<file path="src/rtl/scs_pkg.sv">
package scs_pkg;

    // ------------------------------------------------------------------
    // task-file codes
    // ------------------------------------------------------------------
    localparam logic [7:0] CMD_SMART      = 8'hB0;
    localparam logic [7:0] KEY_MID        = 8'h4F;
    localparam logic [7:0] KEY_HIGH       = 8'hC2;
    localparam logic [7:0] FEAT_WRITE_LOG = 8'hD6;
    localparam logic [7:0] FEAT_ENABLE    = 8'hD8;
    localparam logic [7:0] FEAT_DISABLE   = 8'hD9;
    localparam logic [7:0] FEAT_STATUS    = 8'hDA;
    localparam logic [7:0] FEAT_SCT_RD    = 8'hE0;
    localparam logic [7:0] FEAT_SCT_WR    = 8'hE1;
    localparam logic [7:0] DEV_OUT        = 8'hE0;
    localparam logic [7:0] STAT_OK        = 8'h50;
    localparam logic [7:0] STAT_ABORT     = 8'h51;
    localparam logic [7:0] ERR_ABORT      = 8'h04;
    localparam logic [7:0] HEALTH_OK_MID  = 8'h4F;
    localparam logic [7:0] HEALTH_OK_HIGH = 8'hC2;
    localparam logic [7:0] HEALTH_BAD_MID = 8'hF4;
    localparam logic [7:0] HEALTH_BAD_HIGH = 8'h2C;
    localparam logic [15:0] RESERVE_LIMIT = 16'h0003;

    // ------------------------------------------------------------------
    // carriers
    // ------------------------------------------------------------------
    typedef struct packed {
        logic [7:0] command;
        logic [7:0] feature;
        logic [7:0] count;
        logic [7:0] lba_low;
        logic [7:0] lba_mid;
        logic [7:0] lba_high;
        logic [7:0] device;
    } scs_taskfile_t;

    typedef struct packed {
        logic [7:0] status;
        logic [7:0] error;
        logic [7:0] lba_mid;
        logic [7:0] lba_high;
        logic [7:0] device;
    } scs_result_t;

    typedef enum logic [2:0] {
        SCS_OP_NONE,
        SCS_OP_WRITE_LOG,
        SCS_OP_ENABLE,
        SCS_OP_DISABLE,
        SCS_OP_STATUS,
        SCS_OP_SCT,
        SCS_OP_ABORT
    } scs_op_t;

endpackage : scs_pkg

</file>
<file path="src/rtl/scs_decode.sv">
`timescale 1ns/1ps
module scs_decode (
    input  scs_pkg::scs_taskfile_t tf,
    input  wire logic              smart_on,
    output scs_pkg::scs_op_t       op
);
    always_comb begin
        if (tf.command != scs_pkg::CMD_SMART) begin
            op = scs_pkg::SCS_OP_NONE;
        end else if (tf.lba_mid != scs_pkg::KEY_MID || tf.lba_high != scs_pkg::KEY_HIGH) begin
            op = scs_pkg::SCS_OP_ABORT;
        end else if (tf.feature == scs_pkg::FEAT_ENABLE) begin
            op = scs_pkg::SCS_OP_ENABLE;
        end else if (tf.feature == scs_pkg::FEAT_SCT_RD || tf.feature == scs_pkg::FEAT_SCT_WR) begin
            op = scs_pkg::SCS_OP_SCT;
        end else if (!smart_on) begin
            op = scs_pkg::SCS_OP_ABORT;
        end else if (tf.feature == scs_pkg::FEAT_WRITE_LOG) begin
            op = scs_pkg::SCS_OP_WRITE_LOG;
        end else if (tf.feature == scs_pkg::FEAT_DISABLE) begin
            op = scs_pkg::SCS_OP_DISABLE;
        end else if (tf.feature == scs_pkg::FEAT_STATUS) begin
            op = scs_pkg::SCS_OP_STATUS;
        end else begin
            op = scs_pkg::SCS_OP_ABORT;
        end
    end
endmodule // scs_decode

</file>
<file path="src/rtl/scs_smart.sv">
`timescale 1ns/1ps
// Notes on behaviour
// - write log: feature D6h, PIO data-out
// - enable feature D8h makes SMART available
// - enabled setting kept non-volatile
// - repeated enable completes, changes nothing
// - disable feature D9h turns SMART off
// - while off abort all but enable, SCT
// - return status reports device E0h
// - over three reserved blocks: 4Fh C2h
// - three or fewer: F4h 2Ch
module scs_smart #(
    parameter int LOG_WORDS = 256
) (
    input  wire logic                   clk,
    input  wire logic                   reset_n,
    input  wire logic                   cmd_valid,
    input  scs_pkg::scs_taskfile_t      cmd_tf,
    output logic                        cmd_ready,
    input  wire logic                   nv_valid,
    input  wire logic                   nv_smart_on,
    output logic                        nv_write,
    output logic                        nv_wdata,
    input  wire logic [15:0]            reserve_blocks,
    input  wire logic                   wr_valid,
    input  wire logic [15:0]            wr_data,
    output logic                        wr_ready,
    output logic                        log_we,
    output logic [7:0]                  log_addr,
    output logic [15:0]                 log_wdata,
    output logic                        done,
    output scs_pkg::scs_result_t        result,
    output logic                        smart_on,
    output logic                        sct_req
);
    // ------------------------------------------------------------------
    // state
    // ------------------------------------------------------------------
    // load waits for the stored setting before any command is taken
    typedef enum logic [1:0] {
        SCS_ST_LOAD,
        SCS_ST_IDLE,
        SCS_ST_DATA,
        SCS_ST_DONE
    } scs_state_t;

    typedef struct packed {
        scs_state_t           state;
        logic                 smart_on;
        logic                 nv_write;
        logic                 nv_wdata;
        logic [7:0]           log_addr;
        logic [15:0]          words_left;
        logic                 log_we;
        logic [15:0]          log_wdata;
        logic                 done;
        logic                 sct_req;
        scs_pkg::scs_result_t result;
    } scs_regs_t;

    scs_regs_t        s_reg;
    scs_regs_t        s_next;
    scs_pkg::scs_op_t op;
    logic             rst_n_sync;

    // ------------------------------------------------------------------
    // reset release
    // ------------------------------------------------------------------
    // asserts at once, releases two edges later so no flop sees a runt edge
    logic [1:0] rsync_reg;
    always_ff @(posedge clk or negedge reset_n) begin
        if (!reset_n) begin
            rsync_reg <= 2'h0;
        end else begin
            rsync_reg <= {rsync_reg[0], 1'b1};
        end
    end
    assign rst_n_sync = rsync_reg[1];

    // ------------------------------------------------------------------
    // command decode
    // ------------------------------------------------------------------
    // op follows the live task file, so it only counts with cmd_valid
    scs_decode u_decode (
        .tf       (cmd_tf),
        .smart_on (s_reg.smart_on),
        .op       (op)
    );

    // ------------------------------------------------------------------
    // command engine
    // ------------------------------------------------------------------
    always_comb begin
        s_next           = s_reg;
        // strobes live for one cycle only
        s_next.nv_write  = 1'b0;
        s_next.log_we    = 1'b0;
        s_next.done      = 1'b0;
        s_next.sct_req   = 1'b0;
        case (s_reg.state)
            SCS_ST_LOAD: begin
                // setting lives off-chip; wait for the stored copy
                if (nv_valid) begin
                    s_next.smart_on = nv_smart_on;
                    s_next.state    = SCS_ST_IDLE;
                end
            end

            SCS_ST_IDLE: begin
                if (cmd_valid) begin
                    s_next.state         = SCS_ST_DONE;
                    s_next.result        = '0;
                    s_next.result.status = scs_pkg::STAT_OK;
                    s_next.result.device = scs_pkg::DEV_OUT;
                    case (op)
                        scs_pkg::SCS_OP_ENABLE: begin
                            // repeat enable leaves data untouched
                            if (!s_reg.smart_on) begin
                                s_next.smart_on = 1'b1;
                                s_next.nv_write = 1'b1;
                                s_next.nv_wdata = 1'b1;
                            end
                        end

                        scs_pkg::SCS_OP_DISABLE: begin
                            s_next.smart_on = 1'b0;
                            s_next.nv_write = 1'b1;
                            s_next.nv_wdata = 1'b0;
                        end

                        scs_pkg::SCS_OP_STATUS: begin
                            // the limit itself already counts as worn out
                            if (reserve_blocks > scs_pkg::RESERVE_LIMIT) begin
                                s_next.result.lba_mid  = scs_pkg::HEALTH_OK_MID;
                                s_next.result.lba_high = scs_pkg::HEALTH_OK_HIGH;
                            end else begin
                                s_next.result.lba_mid  = scs_pkg::HEALTH_BAD_MID;
                                s_next.result.lba_high = scs_pkg::HEALTH_BAD_HIGH;
                            end
                        end

                        scs_pkg::SCS_OP_WRITE_LOG: begin
                            // count is in sectors; zero closes at once with no data
                            s_next.log_addr   = cmd_tf.lba_low;
                            s_next.words_left = 16'(cmd_tf.count * LOG_WORDS);
                            if (cmd_tf.count != 8'h00) begin
                                s_next.state = SCS_ST_DATA;
                            end
                        end

                        scs_pkg::SCS_OP_SCT: begin
                            // transport itself is handled by the firmware
                            s_next.sct_req = 1'b1;
                        end

                        scs_pkg::SCS_OP_NONE: begin
                            // foreign opcode: no answer, last result kept
                            s_next.result = s_reg.result;
                            s_next.state  = SCS_ST_IDLE;
                        end

                        default: begin
                            s_next.result.status = scs_pkg::STAT_ABORT;
                            s_next.result.error  = scs_pkg::ERR_ABORT;
                        end
                    endcase
                end
            end

            SCS_ST_DATA: begin
                // one word per beat; the count ends at one, not zero
                if (wr_valid) begin
                    s_next.log_we     = 1'b1;
                    s_next.log_wdata  = wr_data;
                    s_next.words_left = s_reg.words_left - 16'h0001;
                    if (s_reg.words_left == 16'h0001) begin
                        s_next.state = SCS_ST_DONE;
                    end
                end
            end

            SCS_ST_DONE: begin
                // ready returns with done, so the next take may share this edge
                s_next.done  = 1'b1;
                s_next.state = SCS_ST_IDLE;
            end

            default: begin
                s_next.state = SCS_ST_IDLE;
            end
        endcase
    end

    // ------------------------------------------------------------------
    // register update
    // ------------------------------------------------------------------
    // result holds until the next command is taken
    always_ff @(posedge clk or negedge rst_n_sync) begin
        if (!rst_n_sync) begin
            s_reg <= '0;
        end else begin
            s_reg <= s_next;
        end
    end

    // ------------------------------------------------------------------
    // outputs
    // ------------------------------------------------------------------
    // ready strobes are combinational so a word can be taken every cycle
    assign cmd_ready = (s_reg.state == SCS_ST_IDLE);
    assign wr_ready  = (s_reg.state == SCS_ST_DATA);
    assign nv_write  = s_reg.nv_write;
    assign nv_wdata  = s_reg.nv_wdata;
    assign log_we    = s_reg.log_we;
    assign log_addr  = s_reg.log_addr;
    assign log_wdata = s_reg.log_wdata;
    assign done      = s_reg.done;
    assign result    = s_reg.result;
    assign smart_on  = s_reg.smart_on;
    assign sct_req   = s_reg.sct_req;
endmodule // scs_smart

</file>
<file path="config.mk">
export PLATFORM = sky130hd
export DESIGN_NAME = scs_smart
export DESIGN_NICKNAME = d
export VERILOG_FILES = /design/src/rtl/scs_pkg.sv /design/src/rtl/scs_decode.sv /design/src/rtl/scs_smart.sv
export SDC_FILE = /design/constraint.sdc
export NUM_CORES = 1
export LEC_CHECK = 0
export BUFFER_PORTS_ARGS = -buffer_cell sky130_fd_sc_hd__buf_2
export CAP_MARGIN = 20
export CELL_PAD_IN_SITES_DETAIL_PLACEMENT = 0
export CELL_PAD_IN_SITES_GLOBAL_PLACEMENT = 1
export CORE_MARGIN = 2
export CORE_UTILIZATION = 30
export DETAILED_ROUTE_END_ITERATION = 8
export PLACE_DENSITY_LB_ADDON = 0.2
export SLEW_MARGIN = 40
export SYNTH_ARGS = -nofsm -noshare
export SYNTH_HDL_FRONTEND = slang
export SYNTH_HIERARCHICAL = 1
export SYNTH_SLANG_ARGS = --single-unit
export TNS_END_PERCENT = 50
</file>
<file path="constraint.sdc">
create_clock -name clk -period 1.5 [get_ports clk]
set_clock_uncertainty 0.05 [all_clocks]
set_input_delay 0.075 -clock clk [delete_from_list [all_inputs] [get_ports clk]]
set_output_delay 0.075 -clock clk [all_outputs]
set_load 0.01 [all_outputs]
</file>
==> summary.txt <==
STA
  • Max Slew Vio Count: 0
  • Final setup margin: -0.4621 ns
  • Max Freq: 509.7 MHz
  • Final setup viols: 49
  • Final period util: 130.8%
  • Final Hold Violating Endpoints: 0
  • RSZ-0062 raised after global routing: true
  • Fin crit period: 1.962 ns

Logic synthesis
  • Synthesized area: 3460 um2
  • Yosys warns: 6
  • Netlist cell types: 67
  • #FFs+latches synth: 55
  • Sequential fraction of the synthesis area: 39.78%
  • Syn Area/Cell: 9.226 um2
  • Top-count cell post-synth: buf_4
  • EDFF count, synth: 0
  • Mapped Cells: 375
  • Area leader, netlist: dfrtp_1
  • Top cells by count, synth: buf_4, nand2_1, dfrtp_1
  • Yosys top cell area share: 39.78%
  • Ys async rst share: 100.0%
  • Main synth FF type: dfrtp_1
  • Largest cells by area after synthesis: dfrtp_1, buf_4, nand2_1

GRT
  • Initial antenna violation count: 0
  • GRT overflow: 0
  • GRT Overall Usage: 15.07%
  • First-pass GRT wire length: 15,530 um
  • Largest net degree at the start of global routing: 54
  • Vias in the first global route: 3,198

Routing
  • Routed Antenna Nets: 0
  • DRC viols: 0
  • Via density: 4.601
  • Drt total wl: 9897 um
  • DR iter-0 viols: 139
  • WL/cell: 13.76 um
  • Vias: 3,308
  • Drt first pass iters: 4

Setup path
  • Worst Setup End Kind: register
  • Worst reg2reg setup slack: -0.46 ns
  • Crit start category: register
  • Reg2Reg Capture Point: s_reg[72]$_DFFE_PN0P_
  • RR Startpoint: smart_on$_DFFE_PN0P_
  • Worst Reg-to-Reg Cells: 9
  • CP Data Required Time: 1.63 ns
  • Crit path to: s_reg[72]$_DFFE_PN0P_
  • Crit path from: smart_on$_DFFE_PN0P_
  • CP arrival: 2.09 ns
  • CP Max Fanout: 4
  • Setup CP Type: register to register

Clock network
  • Clock-pin slew on the worst setup and hold paths: 0.07 ns
  • TritonCTS Buffers: 5
  • CTS tree: yes
  • Clock Sinks: 55
  • CTS Buffer Depth: 2
  • Clock root buffer: clkbuf_16
  • Worst skew pair latency: 0.29 ns
  • H-Tree Depth: 2

Die
  • Die ar.: 12,410 um2
  • Die X: 111.4 um
  • Core area: 11,320 um2
  • Vert. Die Dim: 111.4 um
  • Ports: 166
  • Row count: 39
  • Initial Util: 30.56%

Power and ir drop
  • Internal: 3.603 mW
  • Logic pwr share: 46.7%
  • Leakage: 2.764 nW
  • Sw Pwr: 1.939 mW
  • Clock power frac: 21.3%
  • Pwr dens: 1010 nW/um2
  • Maximum vdd drop: 0.0005226 V
  • Sw Share: 34.99%
  • Sequential power share: 32.0%

Cells and area
  • Max reg flops: 18
  • Design area: 5485 um2
  • Util after Layout: 48.45%
  • Filler Cell Count: 1,082
  • Area delta synth->final: 58.55%
  • Final net count: 675
  • Layout cells sized above 1: 56.60%
  • Antenna diodes: 0

Placement
  • IO buf count: 136
  • Placed Area: 4483 um2
  • Gpl congestion: 0.8820
  • Post-DP HPWL: 7108 um

Flow run
  • Max Cap Viol: 0

Outcome
  • Failing checks: negative setup slack
  • Status: finished with violations

Min path
  • Tightest Hold Check Type: input port to register
==> layer usage <==
layer	up-vias	GRT usage (%)	routed length, um
met4	0	3.868	109
met2	116	25.24	4769
li1	1652	-	-
met5	-	0	0
met1	1532	20.53	4456
met3	8	2.286	562
==> layout make-up <==
cell class / count / area (um2) / share of cell area (%)
Tap cell: 143 / 178.9 / 3.262
Sequential cell: 55 / 1379 / 25.14
Multi-Input combinational cell: 248 / 2023 / 36.88
Clock inverter: 2 / 12.51 / 0.2281
Inverter: 13 / 52.55 / 0.9580
Timing Repair Buffer: 252 / 1710 / 31.18
Clock buffer: 6 / 128.9 / 2.349
==> cells in the final DEF (no fill, tap or decap), types with 13 or more instances in the layout <==
master	count
buf_2	136
buf_4	73
nand2_1	53
dfrtp_1	53
dlygate4sd3_1	25
conb_1	20
nor2_1	13
buf_6	13
==> through the flow <==
step / TNS [ns] / hold WS, ns / setup slack (ns) / power [mW] / cells
final: -12.75 / 0.01398 / -0.4621 / 5.541 / 719
after detailed placement: -22.32 / -0.1860 / -0.7860 / 3.631 / 672
after global placement: -20.36 / -0.1862 / -0.6923 / 3.612 / 672
after CTS: -14.98 / 0.009790 / -0.5216 / 5.092 / 708
after floorplan: -8.568 / -0.2706 / -0.4439 / 2.814 / 393
after global routing: -16.52 / 0.02399 / -0.5566 / 5.850 / 719
==> worst min-delay path by stage <==
stage	start	end	slack, ns	depth (start not counted)
4_1_cts	cmd_tf[38]	s_reg[73]$_DFFE_PN0P_	0.01	3
6_report	cmd_tf[38]	s_reg[73]$_DFFE_PN0P_	0.01	3
3_3_place_gp	reset_n	rsync_reg[0]$_DFF_PN0_	-0.19	1
2_1_floorplan	reset_n	rsync_reg[0]$_DFF_PN0_	-0.27	0
5_1_grt	cmd_tf[38]	s_reg[73]$_DFFE_PN0P_	0.02	3
3_5_place_dp	reset_n	rsync_reg[0]$_DFF_PN0_	-0.19	1
==> critical path, stage by stage, from the launching register on <==
cell and delay [ns]:
dfrtp_2 0.41, nand2_2 0.07, o21ai_1 0.11, and3b_2 0.25
buf_4 0.12, nor4bb_4 0.19, buf_6 0.16, mux2_4 0.30
a22oi_2 0.11, nand3_1 0.09
==> power groups by stage <==
stage | combinational (mW) | sequential, mW | clock [mW]
floorplan | 0.994 | 1.82 | 0
global placement | 1.84 | 1.78 | 0
detailed placement | 1.85 | 1.78 | 0
CTS | 2.11 | 1.77 | 1.22
global route | 2.79 | 1.79 | 1.27
finish | 2.59 | 1.77 | 1.18
==> cells by family after synthesis <==
logic type / after synthesis / synth area share [%]
muxes: 11 / 3.508
DFF: 55 / 39.78
buffers and inverters: 90 / 17.87
xor gates and xnor gates: 3 / 0.7596
AOI/OAI and AO/OA: 60 / 12.33
and+or+nand+nor: 148 / 23.36
other: 2 / 0.2171
adders and majority gates: 6 / 2.170
==> repair_timing <==
item | CTS | global route
endpoints found under the setup margin | 52 | 53
gates resized for setup | 28 | 79
endpoints found under the hold margin | 26 | 0
pin swaps | 11 | 30
hold buffers | 25 | 0
setup buffers | 3 | 12
Power figures use the tool's default switching activity.
